--- config.mk ---
export PLATFORM = sky130hd
export DESIGN_NAME = fsc_regs
export DESIGN_NICKNAME = d
export VERILOG_FILES = /design/src/include/fsc_pkg.sv /design/src/rtl/fsc_regs.sv /design/src/rtl/fsc_sync.sv
export SDC_FILE = /design/constraint.sdc
export NUM_CORES = 1
export LEC_CHECK = 0
export BUFFER_PORTS_ARGS = -buffer_cell sky130_fd_sc_hd__buf_2
export CORE_AREA = 2 2 88 111
export DETAILED_ROUTE_END_ITERATION = 10
export DIE_AREA = 0 0 90 113
export PLACE_DENSITY = 0.79
export SYNTH_ARGS = -nofsm -noshare
export SYNTH_HDL_FRONTEND = slang
export SYNTH_SLANG_ARGS = --single-unit
--- constraint.sdc ---
create_clock -name clk -period 4.35 [get_ports clk]
set_input_delay 0.6525 -clock clk [delete_from_list [all_inputs] [get_ports clk]]
set_output_delay 0.6525 -clock clk [all_outputs]
set_load 0.1 [all_outputs]
--- src/include/fsc_pkg.sv ---
// Constants, types and helpers for the flash status and power-on configuration block
package fsc_pkg;

  // Core clock rate
  localparam int CLK_MHZ = 250;

  // Command codes, one byte each
  localparam logic [7:0] OP_WREN = 8'h06;
  localparam logic [7:0] OP_WRDI = 8'h04;
  localparam logic [7:0] OP_RDSR = 8'h05;
  localparam logic [7:0] OP_WRSR = 8'h01;
  localparam logic [7:0] OP_RDCFG = 8'hb5;
  localparam logic [7:0] OP_WRCFG = 8'hb1;
  localparam logic [7:0] OP_PROG = 8'h02;
  localparam logic [7:0] OP_SERASE = 8'hd8;
  localparam logic [7:0] OP_BERASE = 8'hc7;

  // Serial bit counts that make a command complete
  localparam int BITS_OPCODE = 8;
  localparam int BITS_ADDR_END = 32;
  localparam int BITS_WRSR = 16;
  localparam int BITS_WRCFG = 24;
  localparam int BITS_PROG_MIN = 40;

  // Status register layout
  localparam int SR_WIP = 0;
  localparam int SR_WEL = 1;
  localparam int SR_BP_LO = 2;
  localparam int SR_TB = 5;
  localparam int SR_SRWD = 7;
  localparam logic [7:0] SR_NV_MASK = 8'hbc;
  localparam logic [7:0] SR_RESET = 8'h00;

  // Power-on configuration layout
  localparam int CFG_DUMMY_LO = 12;
  localparam int CFG_XIP_LO = 9;
  localparam int CFG_DRV_LO = 6;
  localparam int CFG_HOLD = 4;
  localparam int CFG_QUAD = 3;
  localparam int CFG_DUAL = 2;
  localparam logic [15:0] CFG_FACTORY = 16'hffff;
  localparam logic [15:0] CFG_RSVD_MASK = 16'h0023;
  localparam logic [3:0] DUMMY_DEFAULT = 4'hf;
  localparam logic [2:0] XIP_LAST_MODE = 3'h4;

  // Array geometry: 32 sectors of 64 KB
  localparam int SECTOR_LSB = 16;
  localparam logic [5:0] NUM_SECTORS = 6'h20;

  // Busy times in ns and their cycle counts
  localparam int T_WRSR_NS = 1500;
  localparam int T_WRCFG_NS = 2000;
  localparam int T_PROG_NS = 3000;
  localparam int T_SERASE_NS = 6000;
  localparam int T_BERASE_NS = 12000;
  localparam int CYC_WRSR = (T_WRSR_NS * CLK_MHZ) / 1000;
  localparam int CYC_WRCFG = (T_WRCFG_NS * CLK_MHZ) / 1000;
  localparam int CYC_PROG = (T_PROG_NS * CLK_MHZ) / 1000;
  localparam int CYC_SERASE = (T_SERASE_NS * CLK_MHZ) / 1000;
  localparam int CYC_BERASE = (T_BERASE_NS * CLK_MHZ) / 1000;
  localparam int BUSY_W = 12;

  typedef enum logic [1:0] {
    PROTO_EXT = 2'b00,
    PROTO_DUAL = 2'b01,
    PROTO_QUAD = 2'b10
  } fsc_proto_t;

  // Working configuration seen by the rest of the device
  typedef struct packed {
    logic [3:0] dummy;
    logic [2:0] xip_mode;
    logic xip_en;
    logic [2:0] drv;
    logic hold_en;
    fsc_proto_t proto;
  } fsc_work_cfg_t;

  // Serial pins as one bundle
  typedef struct packed {
    logic sclk;
    logic cs_n;
    logic mosi;
    logic wp_n;
  } fsc_pins_t;

  localparam fsc_pins_t PINS_IDLE = 4'h5;

  // Expand the stored configuration into working settings
  function automatic fsc_work_cfg_t fsc_decode_cfg(input logic [15:0] c);
    fsc_work_cfg_t w;
    w.dummy = (c[CFG_DUMMY_LO +: 4] == 4'h0) ? DUMMY_DEFAULT : c[CFG_DUMMY_LO +: 4];
    w.xip_mode = c[CFG_XIP_LO +: 3];
    w.xip_en = (c[CFG_XIP_LO +: 3] <= XIP_LAST_MODE);
    w.drv = c[CFG_DRV_LO +: 3];
    w.hold_en = c[CFG_HOLD];
    // Quad beats dual when both are asked for
    w.proto = !c[CFG_QUAD] ? PROTO_QUAD : (!c[CFG_DUAL] ? PROTO_DUAL : PROTO_EXT);
    return w;
  endfunction : fsc_decode_cfg

  // Working settings right after power-on, before any boot request
  localparam fsc_work_cfg_t WORK_CFG_RESET = fsc_decode_cfg(CFG_FACTORY);

  // True when an address falls inside the block-protected region
  function automatic logic fsc_in_guard(input logic [23:0] addr, input logic [2:0] bp,
                                        input logic tb);
    logic [5:0] span;
    logic [5:0] sect;
    span = 6'h0;
    sect = {1'b0, addr[SECTOR_LSB +: 5]};
    if (bp != 3'h0) begin
      span = (bp >= 3'h6) ? NUM_SECTORS : 6'(1 << (bp - 3'h1));
    end
    return (span != 6'h0) && (tb ? (sect < span) : (sect >= (NUM_SECTORS - span)));
  endfunction : fsc_in_guard

endpackage : fsc_pkg

--- src/rtl/fsc_regs.sv ---
// Status register and power-on configuration register behind the serial command port
// How it works
// - Status bit 7 set with write-protect pin low locks nonvolatile status bits.
// - Only raising the write-protect pin ends that lock; no command can.
// - Status bit 5 places the protected region at array top (0) or bottom (1).
// - Write-enable latch clears at power-up and gates status writes, program, erase.
// - Status bit 0 reads busy during status write, config write, program, erase.
// - Power-up or reset clears every volatile status bit.
// - Bulk erase runs only when all block-protect bits are zero.
// - Read-status returns the status byte; write-status loads it.
// - Config bits 15:12 set dummy cycles; 0000 and 1111 both mean default.
// - Config bits 11:9 pick power-on execute_in_place read; 101 to 111 disable it.
// - Config bit 4 enables the hold/reset pin function when 1.
// - Config bit 3 low selects quad protocol; high keeps extended SPI.
// - Config bit 2 low selects dual protocol; high keeps extended SPI.
// - Config changes act only from next boot; factory value is all ones.
// - Config register has its own read and write commands.
// - Each boot copies the config register into the working configuration.
// - With config bits 2 and 3 both low, quad wins over dual.
`timescale 1ns/100ps
module fsc_regs #(
  parameter int FRAME_BITS_W = 6
) (
  input wire logic clk,
  input wire logic arst_n,
  input wire logic ce,
  input wire logic boot_req,
  input wire logic sclk,
  input wire logic cs_n,
  input wire logic mosi,
  input wire logic wp_n,
  output logic miso,
  output logic miso_oe,
  output logic [7:0] status,
  output logic reject,
  output fsc_pkg::fsc_work_cfg_t work_cfg
);
  import fsc_pkg::*;

  typedef enum logic [1:0] {
    ST_IDLE = 2'b00,
    ST_OPCODE = 2'b01,
    ST_BODY = 2'b10,
    ST_READ = 2'b11
  } fsc_state_t;

  // The bit counter must reach the longest command shape
  if (FRAME_BITS_W < 6) begin : g_bad_frame_w
    $error("fsc_regs FRAME_BITS_W must be at least 6");
  end

  fsc_pins_t pins_raw, pins_s;
  logic sclk_q, cs_n_q;
  logic sclk_rise, sclk_fall, frame_end;
  logic [FRAME_BITS_W-1:0] bits_q;
  logic [31:0] rx_q, rx_d;
  logic [7:0] opcode_q;
  logic [23:0] addr_q;
  fsc_state_t st_q;
  logic rd_cfg_q;
  logic [3:0] rd_idx_q;
  logic [7:0] sr_nv_q;
  logic [7:0] sr_wdata;
  logic [15:0] cfg_q;
  logic [15:0] cfg_wdata, cfg_out;
  logic wel_q, busy_q;
  logic [BUSY_W-1:0] busy_cnt_q, busy_load;
  logic hw_lock, cmd_ok, guard_hit;
  logic [2:0] bp;
  logic do_wren, do_wrdi, do_wrsr, do_wrcfg;
  logic do_prog, do_serase, do_berase;
  logic start_op, refused;

  // Pins come from the host's domain, so every one is synchronised
  assign pins_raw = '{sclk: sclk, cs_n: cs_n, mosi: mosi, wp_n: wp_n};

  fsc_sync #(
    .W($bits(fsc_pins_t)),
    .RST_VAL(PINS_IDLE)
  ) u_sync (
    .clk(clk),
    .arst_n(arst_n),
    .ce(ce),
    .d(pins_raw),
    .q(pins_s)
  );

  // Previous levels of the synchronised clock and select
  always_ff @(posedge clk or negedge arst_n) begin
    if (!arst_n) begin
      sclk_q <= 1'b0;
      cs_n_q <= 1'b1;
    end else if (ce) begin
      sclk_q <= pins_s.sclk;
      cs_n_q <= pins_s.cs_n;
    end
  end

  // Edges only count inside a frame; works for both clock idle levels
  assign sclk_rise = pins_s.sclk & ~sclk_q & ~pins_s.cs_n;
  assign sclk_fall = ~pins_s.sclk & sclk_q & ~pins_s.cs_n;
  assign frame_end = pins_s.cs_n & ~cs_n_q;
  assign rx_d = {rx_q[30:0], pins_s.mosi};

  // Input shifter, bit count, opcode and address capture
  always_ff @(posedge clk or negedge arst_n) begin
    if (!arst_n) begin
      bits_q <= '0;
      rx_q <= 32'h0;
      opcode_q <= 8'h00;
      addr_q <= 24'h0;
    end else if (ce) begin
      if (pins_s.cs_n) begin
        bits_q <= '0;
      end else if (sclk_rise) begin
        rx_q <= rx_d;
        // Saturate so long program data cannot wrap the count
        if (bits_q != '1) begin
          bits_q <= bits_q + 1'b1;
        end
        if (bits_q == FRAME_BITS_W'(BITS_OPCODE - 1)) begin
          opcode_q <= rx_d[7:0];
        end
        if (bits_q == FRAME_BITS_W'(BITS_ADDR_END - 1)) begin
          addr_q <= rx_d[23:0];
        end
      end
    end
  end

  // Frame sequencer: opcode, then either body bits or read-out
  always_ff @(posedge clk or negedge arst_n) begin
    if (!arst_n) begin
      st_q <= ST_IDLE;
      rd_cfg_q <= 1'b0;
    end else if (ce) begin
      if (pins_s.cs_n) begin
        st_q <= ST_IDLE;
      end else begin
        unique case (st_q)
          ST_IDLE: begin
            st_q <= ST_OPCODE;
          end
          ST_OPCODE: begin
            if (sclk_rise && bits_q == FRAME_BITS_W'(BITS_OPCODE - 1)) begin
              if (rx_d[7:0] == OP_RDSR || rx_d[7:0] == OP_RDCFG) begin
                st_q <= ST_READ;
              end else begin
                st_q <= ST_BODY;
              end
              rd_cfg_q <= (rx_d[7:0] == OP_RDCFG);
            end
          end
          ST_BODY, ST_READ: begin
            st_q <= st_q;
          end
        endcase
      end
    end
  end

  // Low byte of the configuration leaves first, each byte MSB first
  assign cfg_out = {cfg_q[7:0], cfg_q[15:8]};

  // Read-out on falling edges; status is live so busy can be polled
  always_ff @(posedge clk or negedge arst_n) begin
    if (!arst_n) begin
      miso <= 1'b0;
      miso_oe <= 1'b0;
      rd_idx_q <= 4'h0;
    end else if (ce) begin
      if (pins_s.cs_n) begin
        miso_oe <= 1'b0;
        rd_idx_q <= 4'h0;
      end else if (st_q == ST_READ && sclk_fall) begin
        miso_oe <= 1'b1;
        if (rd_cfg_q) begin
          miso <= cfg_out[4'hf - rd_idx_q];
        end else begin
          miso <= status[3'h7 - rd_idx_q[2:0]];
        end
        rd_idx_q <= rd_idx_q + 4'h1;
      end
    end
  end

  // Command qualification at the end of a frame
  assign bp = sr_nv_q[SR_BP_LO +: 3];
  assign hw_lock = sr_nv_q[SR_SRWD] & ~pins_s.wp_n;
  assign cmd_ok = frame_end & ~busy_q;
  assign guard_hit = fsc_in_guard(addr_q, bp, sr_nv_q[SR_TB]);
  assign do_wren = cmd_ok & (opcode_q == OP_WREN) & (bits_q == FRAME_BITS_W'(BITS_OPCODE));
  assign do_wrdi = cmd_ok & (opcode_q == OP_WRDI) & (bits_q == FRAME_BITS_W'(BITS_OPCODE));
  // Every modifying command waits for the latch
  assign do_wrsr = cmd_ok & wel_q & ~hw_lock & (opcode_q == OP_WRSR)
                   & (bits_q == FRAME_BITS_W'(BITS_WRSR));
  assign do_wrcfg = cmd_ok & wel_q & (opcode_q == OP_WRCFG)
                    & (bits_q == FRAME_BITS_W'(BITS_WRCFG));
  assign do_prog = cmd_ok & wel_q & (opcode_q == OP_PROG) & ~guard_hit
                   & (bits_q >= FRAME_BITS_W'(BITS_PROG_MIN));
  assign do_serase = cmd_ok & wel_q & (opcode_q == OP_SERASE) & ~guard_hit
                     & (bits_q == FRAME_BITS_W'(BITS_ADDR_END));
  assign do_berase = cmd_ok & wel_q & (opcode_q == OP_BERASE) & (bp == 3'h0)
                     & (bits_q == FRAME_BITS_W'(BITS_OPCODE));
  assign start_op = do_wrsr | do_wrcfg | do_prog | do_serase | do_berase;

  // A modifying command of at least one whole opcode, sent while not busy, that did not start
  assign refused = cmd_ok & ~start_op & (bits_q >= FRAME_BITS_W'(BITS_OPCODE))
                   & ((opcode_q == OP_WRSR) | (opcode_q == OP_WRCFG) | (opcode_q == OP_PROG)
                      | (opcode_q == OP_SERASE) | (opcode_q == OP_BERASE));

  // Reserved status bits are dropped on the way in
  assign sr_wdata = rx_q[7:0] & SR_NV_MASK;
  // Reserved config bits keep their erased value
  assign cfg_wdata = ({rx_q[7:0], rx_q[15:8]} & ~CFG_RSVD_MASK)
                     | (CFG_FACTORY & CFG_RSVD_MASK);

  // Nonvolatile status bits; reset models a fresh die, not a power cycle
  always_ff @(posedge clk or negedge arst_n) begin
    if (!arst_n) begin
      sr_nv_q <= SR_RESET;
    end else if (ce && do_wrsr) begin
      sr_nv_q <= sr_wdata;
    end
  end

  // Stored power-on configuration; takes effect only at the next boot
  always_ff @(posedge clk or negedge arst_n) begin
    if (!arst_n) begin
      cfg_q <= CFG_FACTORY;
    end else if (ce && do_wrcfg) begin
      cfg_q <= cfg_wdata;
    end
  end

  // Write-enable latch; any started write consumes it
  always_ff @(posedge clk or negedge arst_n) begin
    if (!arst_n) begin
      wel_q <= 1'b0;
    end else if (ce) begin
      if (boot_req) begin
        wel_q <= 1'b0;
      end else if (do_wren) begin
        wel_q <= 1'b1;
      end else if (do_wrdi || start_op) begin
        wel_q <= 1'b0;
      end
    end
  end

  // Busy time for the operation being started
  always_comb begin
    busy_load = BUSY_W'(CYC_WRSR);
    if (do_wrcfg) begin
      busy_load = BUSY_W'(CYC_WRCFG);
    end else if (do_prog) begin
      busy_load = BUSY_W'(CYC_PROG);
    end else if (do_serase) begin
      busy_load = BUSY_W'(CYC_SERASE);
    end else if (do_berase) begin
      busy_load = BUSY_W'(CYC_BERASE);
    end
  end

  // Write-in-progress timer
  always_ff @(posedge clk or negedge arst_n) begin
    if (!arst_n) begin
      busy_cnt_q <= '0;
      busy_q <= 1'b0;
    end else if (ce) begin
      if (boot_req) begin
        busy_cnt_q <= '0;
        busy_q <= 1'b0;
      end else if (start_op) begin
        busy_cnt_q <= busy_load;
        busy_q <= 1'b1;
      end else if (busy_cnt_q != '0) begin
        busy_cnt_q <= busy_cnt_q - 1'b1;
        busy_q <= (busy_cnt_q != BUSY_W'(1));
      end
    end
  end

  // Refusal flag holds until the next frame ends
  always_ff @(posedge clk or negedge arst_n) begin
    if (!arst_n) begin
      reject <= 1'b0;
    end else if (ce && frame_end) begin
      reject <= refused;
    end
  end

  // Boot copies stored settings into the working set
  always_ff @(posedge clk or negedge arst_n) begin
    if (!arst_n) begin
      work_cfg <= WORK_CFG_RESET;
    end else if (ce && boot_req) begin
      work_cfg <= fsc_decode_cfg(cfg_q);
    end
  end

  // Each bit straight from a flop; sr_nv_q bit 6 never leaves zero
  assign status = {sr_nv_q[7:2], wel_q, busy_q};
endmodule : fsc_regs

--- src/rtl/fsc_sync.sv ---
// Two-flop synchroniser for inputs arriving from outside the clock domain
`timescale 1ns/100ps
module fsc_sync #(
  parameter int W = 1,
  parameter logic [W-1:0] RST_VAL = '0
) (
  input wire logic clk,
  input wire logic arst_n,
  input wire logic ce,
  input wire logic [W-1:0] d,
  output logic [W-1:0] q
);

  logic [W-1:0] meta_q;

  if (W < 1) begin : g_bad_width
    $error("fsc_sync width must be at least one");
  end

  // First stage feeds only the second
  always_ff @(posedge clk or negedge arst_n) begin
    if (!arst_n) begin
      meta_q <= RST_VAL;
      q <= RST_VAL;
    end else if (ce) begin
      meta_q <= d;
      q <= meta_q;
    end
  end

endmodule : fsc_sync

==> flow_metrics.tcl, run 1 <==
set metrics [dict create \
    outcome "completed" \
    hold_buffers 0 \
    synth_cells 495 \
    rr_startpoint "sr_nv_q[3]" \
    cp_slowest_stage_delay_ns 0.54 \
    leakagePower_nw 2.696 \
    critPathSlowestCell "dfrtp_1" \
    grt_use_total_pct 23.49 \
    detail_route.vias_per_cell 6.017 \
    placed_cells 628 \
    grt_start_max_net_pins 80 \
    synth_flop_cell "dfrtp_1" \
    cpMostUsedCell "ha_1" \
    firstDrtPassIters 4 \
    post_cts_buffers 0 \
    timing.critical_path.max_delay_family "compound AO/OA/AOI/OAI gates" \
    gp_congestion 0.8982 \
    finalHoldViolations 0 \
    mostFrequentLayoutCells "dfrtp_1, mux2_2, nand2_1" \
    syn_nets 518 \
    reg2reg_depth 10 \
    setup_tns_ns 0 \
    layout_commonest_cell "dfrtp_1" \
    hold_slack_ns 0.4661 \
    initialDrtViolationCount 234 \
    ys_ff_latch 105 \
    grt_antenna_before_repair 0 \
    pre_cts_ws_ns 0.6744 \
    synth-async-reset-ratio_pct 100.0 \
    cts_buffer_depth 2 \
    required_ns 4.59 \
    portBuffers 31 \
    start_kind "register" \
    fp.dieArea_um2 10170 \
    ioPinCount 33 \
    wire_per_inst_um 17.40 \
    vdd.ir_drop.worst_v 0.0002513 \
    post-route-period-util_pct 85.76 \
    drive_gt1_share_pct 30.52 \
    path_depth 10 \
    setup_violations 0 \
    grt_pass1_vias 3844 \
    p_total_mw 2.484 \
    fin_area_um2 6006 \
    r2r_slack_ns 0.62 \
    crit_buf_inv 1 \
    relSlewSlack_pct 35.87 \
    synth_edf_count 0 \
    min_path_type "in2async" \
    cts_resized 0 \
    ant_nets 0 \
    cts_sinks 105 \
    utilization_pct 66.17 \
    postPlaceCellArea_um2 5710 \
    worst_slack_ns 0.6194 \
    power.density_nw_per_um2 413.6 \
    period_minus_slack_ns 3.731 \
    finalNonFillerCells 644 \
    synth_warnings 0 \
    overflow 0 \
    via_count 3875 \
    routed_wirelength_mm 11.21 \
    syn_area_um2 5480 \
    synth-seq-area-share_pct 48.61 \
    num_rows 39 \
    slew_violations 0 \
    fmax_ghz 0.2681 \
    rsz0062_at_grt "false" \
    die_y_um 113 \
    endpoint_kind "register" \
    nets 539 \
    start_util_pct 60.38 \
    syn_avg_cell_area_um2 11.07 \
    crit_fanout 14 \
    worst_slew_pin_slew_ns 0.9620 \
    area_growth_pct 9.589 \
    grt_pass1_wl_mm 19.28 \
    post-route-drc-count 0 \
    r2r-end "busy_cnt_q[9]" \
    die_width_um 90 \
    tritoncts "yes" \
    cts-root-buf "clkbuf_16" \
    crit_arrival_ns 3.97 \
    fill_cells 745 \
    crit_type "reg2reg" \
    dp_hpwl_mm 7.836 \
    antennaDiodeCount 0 \
    skew_ns 0.01031 \
    h-tree-depth 3 \
    clk_latency_ns 0.35 \
    numCtsBuffers 9 \
    drv_cap 0 \
    path_clk_slew_ns 0.08 \
    synthDistinctLibCells 68 \
    core_um2 9076 \
    crit_chain "or3b_2 -> ha_1 -> xnor2_1 -> ha_1 -> a2111oi_0 -> o21ai_0 -> a32oi_4 -> o21ai_2 -> buf_4 -> o32a_1" \
]
-- routing by layer --
layer,part of all wire [%],global-route usage [%],vias up
li1,-,-,1856
met1,45,31.06,1915
met2,50,39.20,84
met3,3.2,3.795,20
met4,1.9,9.231,0
met5,0,0,-
-- state kept, by name (all words and copies together), names as in the netlist --
signal and cells:
rx_q 20, work_cfg 14, cfg_q 13, busy_cnt_q 12, opcode_q 8, bits_q 6
addr_q 5, sr_nv_q 5, rd_idx_q 4, u_sync.meta_q 4, u_sync.q 4, st_q 2
busy_q 1, cs_n_q 1, miso 1, miso_oe 1, rd_cfg_q 1, reject 1
sclk_q 1, wel_q 1
-- final cells by class --
class	count	area, um^2	share of cell area, %
flip-flops and latches	105	2664	44.35
multi-input cells	350	2649	44.10
clock buffers	9	225.2	3.750
repair buffers	35	187.7	3.125
well taps	123	153.9	2.563
clock inverters	7	70.07	1.167
inverters	15	56.30	0.9375
-- power breakdown --
part / total (mW) / internal [mW] / switching, mW
clock: 0.800 / 0.406 / 0.394
combinational: 0.464 / 0.179 / 0.285
sequential: 1.22 / 1.09 / 0.134
total: 2.48 / 1.67 / 0.813
-- logic make-up after synthesis --
kind of cell,after synthesis,synth area share (%)
xor+xnor,5,0.7991
fa+ha+maj,15,3.425
buf+inv,40,3.059
other cells,1,0.06843
flops,105,48.61
mux,75,16.16
compound gates,96,12.22
simple gates,158,15.66
-- worst register-to-register path, stage by stage, from the launching register on --
cell       delay (ns)
dfrtp_1          0.54
or3b_2           0.52
ha_1             0.25
xnor2_1          0.15
ha_1             0.18
a2111oi_0        0.39
o21ai_0          0.32
a32oi_4          0.44
o21ai_2          0.22
buf_4            0.26
o32a_1           0.35
-- worst max-delay path by stage --
stage                     from       endpoint  slack [ns]
CTS                 sr_nv_q[3]  busy_cnt_q[9]        0.65
detailed placement  sr_nv_q[3]  busy_cnt_q[9]        0.67
global route        sr_nv_q[3]  busy_cnt_q[9]        0.47
global placement    sr_nv_q[4]  busy_cnt_q[9]        0.84
finish              sr_nv_q[3]  busy_cnt_q[9]        0.62
floorplan           sr_nv_q[3]  busy_cnt_q[3]        0.48
-- cell usage after synthesis (all sizes together), types with 3 or more instances --
master,instances,area share [%]
nand3b,3,0.41
dfrtp,76,35
mux2,68,14
nor2,28,2.1
nand3,8,0.73
nand2,37,2.5
mux2i,3,0.55
nand2b,11,1.3
inv,15,1.0
o31ai,5,0.94
a31oi,9,1.0
nor4b,4,0.75
o21ai,34,3.2
nor3,24,2.2
o22a,6,0.96
mux4,4,1.6
buf,11,1.1
a311oi,3,0.48
clkbuf,14,0.98
nor4,10,1.4
ha,15,3.4
xnor2,4,0.64
a21o,3,0.41
and3,3,0.34
nor2b,8,0.91
or3,3,0.34
a21oi,16,1.5
or2,4,0.46
or4,4,0.68
dfstp,29,14
Note: power is estimated with default switching activity, not from simulation.
==> run 2: changes to the inputs <==
- CORE_AREA: 2 2 88 111 -> 2 2 86 108
- DIE_AREA: 0 0 90 113 -> 0 0 88 110
- PLACE_DENSITY: 0.79 -> 0.83
- clock period: 4.35 -> 4.51 ns (I/O delays scaled with it)
==> flow_metrics.tcl, run 2 (synthesis results as in run 1) <==
set metrics [dict create \
    hold_slack_ns 0.4374 \
    start_kind "register" \
    via_count 3901 \
    hold_buffers 0 \
    detail_route.vias_per_cell 6.086 \
    numCtsBuffers 9 \
    grt_pass1_vias 3932 \
    fp.dieArea_um2 9680 \
    clockPowerShare_pct 25.3 \
    gp_congestion 0.9350 \
    ant_nets 0 \
    start_util_pct 63.68 \
    grt_antenna_before_repair 0 \
    drive_gt1_share_pct 30.33 \
    grt_start_max_net_pins 77 \
    nets 539 \
    crit_fanout 13 \
    r2r_slack_ns 0.81 \
    path_clk_slew_ns 0.10 \
    placed_cells 625 \
    critPathLaunch "sr_nv_q[3]" \
    grt_use_total_pct 25.35 \
    routed_wirelength_mm 11.14 \
    crit_type "reg2reg" \
    utilization_pct 68.41 \
    area_growth_pct 7.420 \
    endpoint_kind "register" \
    top_register "rx_q" \
    antennaDiodeCount 0 \
    grt_pass1_wl_mm 19.02 \
    critPathSlowestCell "dfrtp_1" \
    cts_resized 0 \
    vdd.ir_drop.worst_v 0.0002667 \
    finalHoldViolations 0 \
    cts-root-buf "clkbuf_8" \
    worst_slew_pin_slew_ns 0.9720 \
    internal-power_mw 1.430 \
    portBuffers 31 \
    largest_reg_flops 20 \
    dp_hpwl_mm 7.804 \
    finalNonFillerCells 641 \
    wire_per_inst_um 17.37 \
    power.switching_mw 0.7400 \
    setup_violations 0 \
    reg.largest.list "rx_q: 20 flops, work_cfg: 14 flops, cfg_q: 13 flops" \
    cts_sinks 105 \
    p_sw_share_pct 34.10 \
    r2r-end "busy_cnt_q[3]" \
    period_minus_slack_ns 3.699 \
    combPwrFrac_pct 20.4 \
    fill_cells 627 \
    power.density_nw_per_um2 368.6 \
    mostFrequentLayoutCells "dfrtp_1, mux2_2, nand2_1" \
    post_cts_buffers 0 \
    firstDrtPassIters 5 \
    p_seq_share_pct 54.3 \
    tritoncts "yes" \
    relSlewSlack_pct 34.66 \
    p_total_mw 2.170 \
    h-tree-depth 3 \
    crit_arrival_ns 3.96 \
    slew_violations 0 \
    num_rows 38 \
    post-route-drc-count 0 \
    required_ns 4.77 \
    initialDrtViolationCount 227 \
    skew_ns 0.01406 \
    cp_slowest_stage_delay_ns 0.54 \
    fmax_ghz 0.2704 \
    min_path_type "in2async" \
    crit_chain "or3b_2 -> ha_1 -> xnor2_1 -> ha_1 -> nand2_1 -> o21ai_0 -> a32oi_4 -> o21ai_2 -> buf_4 -> a21oi_1 -> o22a_1" \
    ioPinCount 33 \
    clk_latency_ns 0.38 \
    die_width_um 88 \
    leakagePower_nw 2.647 \
    cpMostUsedCell "ha_1" \
    core_um2 8606 \
    rsz0062_at_grt "false" \
    crit_end "busy_cnt_q[3]" \
    overflow 0 \
    layout_commonest_cell "dfrtp_1" \
    drv_cap 0 \
    rr_startpoint "sr_nv_q[3]" \
    reg2reg_depth 11 \
    post-route-period-util_pct 82.01 \
    setup_tns_ns 0 \
    die_y_um 110 \
    cts_buffer_depth 2 \
    outcome "completed" \
]
[run 2: worst min-delay path by stage]
stage / cells after the start / end / slack (ns) / startpoint
3_5_place_dp: 2 / work_cfg[12] / 0.47 / work_cfg[12]
3_3_place_gp: 2 / work_cfg[0] / 0.46 / work_cfg[0]
5_1_grt: 1 / rx_q[15] / 0.51 / arst_n
6_report: 1 / rx_q[15] / 0.44 / arst_n
4_1_cts: 1 / rx_q[3] / 0.47 / arst_n
2_1_floorplan: 0 / addr_q[16] / 0.38 / arst_n
[run 2: power by group through the flow]
stage | Combinational, mW | Clock [mW] | Sequential (mW)
2_1_floorplan | 0.320 | 0 | 1.19
3_5_place_dp | 0.444 | 0 | 1.19
3_3_place_gp | 0.429 | 0 | 1.19
5_1_grt | 0.493 | 0.599 | 1.19
4_1_cts | 0.445 | 0.560 | 1.18
6_report | 0.443 | 0.548 | 1.18
[run 2: worst max-delay path: cells and delay by family, from the launching register on]
family	cells	cell delay (ns)
DFF	1	0.54
xor gates and xnor gates	1	0.15
and+or+nand+nor	2	0.54
adders and majority gates	2	0.52
buffers and inverters	1	0.28
AOI/OAI and AO/OA	5	1.56
[run 2: layer usage]
| layer | vias to the layer above | routed length [um] | GRT usage [%] |
|---|---|---|---|
| met5 | - | 0 | 0 |
| li1 | 1856 | - | - |
| met2 | 95 | 5382 | 40.37 |
| met4 | 0 | 358 | 11.98 |
| met3 | 26 | 408 | 4.617 |
| met1 | 1924 | 4987 | 33.66 |
[run 2: cell type report]
class                   instances  area (um^2)  share of cell area (%)
clock buffers                  10        127.6                   2.168
clock inverters                 6        52.55                  0.8927
inverters                      15        56.30                  0.9564
multi-input cells             350         2649                   44.99
flip-flops and latches        105         2664                   45.25
well taps                     120        150.1                   2.550
repair buffers                 35        187.7                   3.188
[run 2: per-stage QoR]
step | cell area, um^2 | setup slack [ns]
3_5_place_dp | 5707 | 0.8516
2_1_floorplan | 5480 | 0.6394
3_3_place_gp | 5707 | 0.9286
5_1_grt | 5887 | 0.5354
4_1_cts | 5887 | 0.8254
6_report | 5887 | 0.8113
==> run 3: changes to the inputs <==
- CORE_AREA: 2 2 86 108 -> 2 2 88 111
- DIE_AREA: 0 0 88 110 -> 0 0 90 113
- PLACE_DENSITY: 0.83 -> 0.79
- clock period: 4.51 -> 3.48 ns (I/O delays scaled with it)
==> flow_metrics.tcl, run 3 (synthesis results as in run 1) <==
set metrics [dict create \
    outcome "completed" \
    r2r-end "busy_cnt_q[1]" \
    multi_input_area_um2 2659 \
    grt_antenna_before_repair 0 \
    cts_buffer_depth 2 \
    mostFrequentLayoutCells "dfrtp_1, mux2_2, nand2_1" \
    gp_congestion 0.8540 \
    setup_violations 0 \
    cp_slowest_stage_delay_ns 0.51 \
    detail_route.vias_per_cell 6.103 \
    cpMostUsedCell "ha_1" \
    period_minus_slack_ns 3.305 \
    die_width_um 90 \
    utilization_pct 66.64 \
    finalHoldViolations 0 \
    leakagePower_nw 2.716 \
    portBuffers 31 \
    cts-root-buf "clkbuf_16" \
    relSlewSlack_pct 50.77 \
    wire_per_inst_um 17.73 \
    crit_chain "or3b_2 -> ha_1 -> nand3_1 -> o21ai_0 -> ha_1 -> o32a_1 -> a32oi_4 -> buf_4 -> nor2_4 -> a2111o_1 -> o21ai_2" \
    rr_startpoint "sr_nv_q[2]" \
    post-route-period-util_pct 94.97 \
    reg2reg_depth 11 \
    rsz0062_at_grt "false" \
    core_um2 9076 \
    tritoncts "yes" \
    overflow 0 \
    slew_violations 0 \
    layout_commonest_cell "dfrtp_1" \
    skew_ns 0.009580 \
    num_rows 39 \
    hold_buffers 0 \
    numCtsBuffers 9 \
    worst_slew_pin_slew_ns 0.7367 \
    grt_pass1_vias 4006 \
    hold_slack_ns 0.2238 \
    die_y_um 113 \
    r2r_slack_ns 0.17 \
    dp_hpwl_mm 8.162 \
    via_count 3967 \
    worst_slack_ns 0.1750 \
    cts_sinks 105 \
    start_util_pct 60.38 \
    seqCellArea_um2 2670 \
    fill_cells 705 \
    largest_reg_flops 20 \
    p_total_mw 3.077 \
    required_ns 3.75 \
    crit_fanout 11 \
    top_register "rx_q" \
    initialDrtViolationCount 213 \
    setup_tns_ns 0 \
    drive_gt1_share_pct 31.88 \
    power.density_nw_per_um2 508.7 \
    crit_arrival_ns 3.57 \
    fmax_ghz 0.3026 \
    nets 545 \
    grt_start_max_net_pins 58 \
    reg.largest.list "rx_q: 20 flops, work_cfg: 14 flops, cfg_q: 13 flops" \
    grt_use_total_pct 24.17 \
    endpoint_kind "register" \
    h-tree-depth 3 \
    clk_latency_ns 0.35 \
    pre_cts_ws_ns 0.1899 \
    drv_cap 0 \
    ant_nets 0 \
    grt_pass1_wl_mm 19.79 \
    min_path_type "in2async" \
    ioPinCount 33 \
    critPathSlowestCell "or3b_2" \
    fp.dieArea_um2 10170 \
    area_growth_pct 10.37 \
    routed_wirelength_mm 11.53 \
    start_kind "register" \
    firstDrtPassIters 5 \
    post-route-drc-count 0 \
    crit_type "reg2reg" \
    path_clk_slew_ns 0.08 \
    antennaDiodeCount 0 \
    vdd.ir_drop.worst_v 0.0004168 \
]
==> run 3: cell types whose count changed in the layout (fill, tap and decap cells not counted), sizes merged <==
| cell | before | now |
|---|---|---|
| buf | 35 | 41 |
| clkbuf | 10 | 11 |
| clkinv | 3 | 0 |
| inv | 18 | 20 |
==> run 3: power by group <==
group / internal (mW) / switching, mW / leakage (nW)
Clock: 0.500 / 0.463 / 0.137
Sequential: 1.36 / 0.174 / 1.31
Combinational: 0.226 / 0.357 / 1.27
==> run 3: stage by stage <==
stage | cell area (um^2) | instances
3_3_place_gp | 5754 | 633
3_5_place_dp | 5754 | 633
5_1_grt | 6048 | 650
4_1_cts | 6031 | 649
2_1_floorplan | 5487 | 495
6_report | 6048 | 650
==> run 3: routing by layer <==
layer  track usage [%]  part of all wire, %  vias up
li1                  -                    -     1872
met1             31.87                   44     2000
met2             41.45                   51       79
met3             3.196                  3.0       16
met4             8.513                  1.7        0
met5                 0                    0        -
==> run 3: final cells by class <==
class	count	area share, %
Clock buffer	11	3.848
Clock inverter	5	0.7240
Inverter	15	0.9309
Multi-Input combinational cell	350	43.96
Sequential cell	105	44.15
Tap cell	123	2.544
Timing Repair Buffer	41	3.848
==> run 3: critical path, delay by kind of cell, from the launching register on <==
kind | cells | cell delay [ns]
buf+inv | 1 | 0.21
fa+ha+maj | 2 | 0.54
flops | 1 | 0.47
compound gates | 5 | 1.32
simple gates | 3 | 0.67
==> run 3: worst max-delay path by stage <==
stage | start | end | slack, ns | depth (start not counted)
after floorplan | sr_nv_q[3] | busy_cnt_q[1] | 0.03 | 11
after global routing | sr_nv_q[2] | busy_cnt_q[1] | 0.05 | 11
after detailed placement | sr_nv_q[2] | busy_cnt_q[1] | 0.19 | 11
after global placement | sr_nv_q[4] | busy_cnt_q[1] | 0.29 | 11
final | sr_nv_q[2] | busy_cnt_q[1] | 0.17 | 11
after CTS | sr_nv_q[2] | busy_cnt_q[1] | 0.13 | 11
==> run 3: what timing repair did <==
| item | 4_1_cts | 5_1_grt |
|---|---|---|
| setup endpoints to repair | 0 | 5 |
| hold endpoints to repair | 0 | 0 |
| resized for setup | 0 | 3 |
| setup buffers | 0 | 1 |
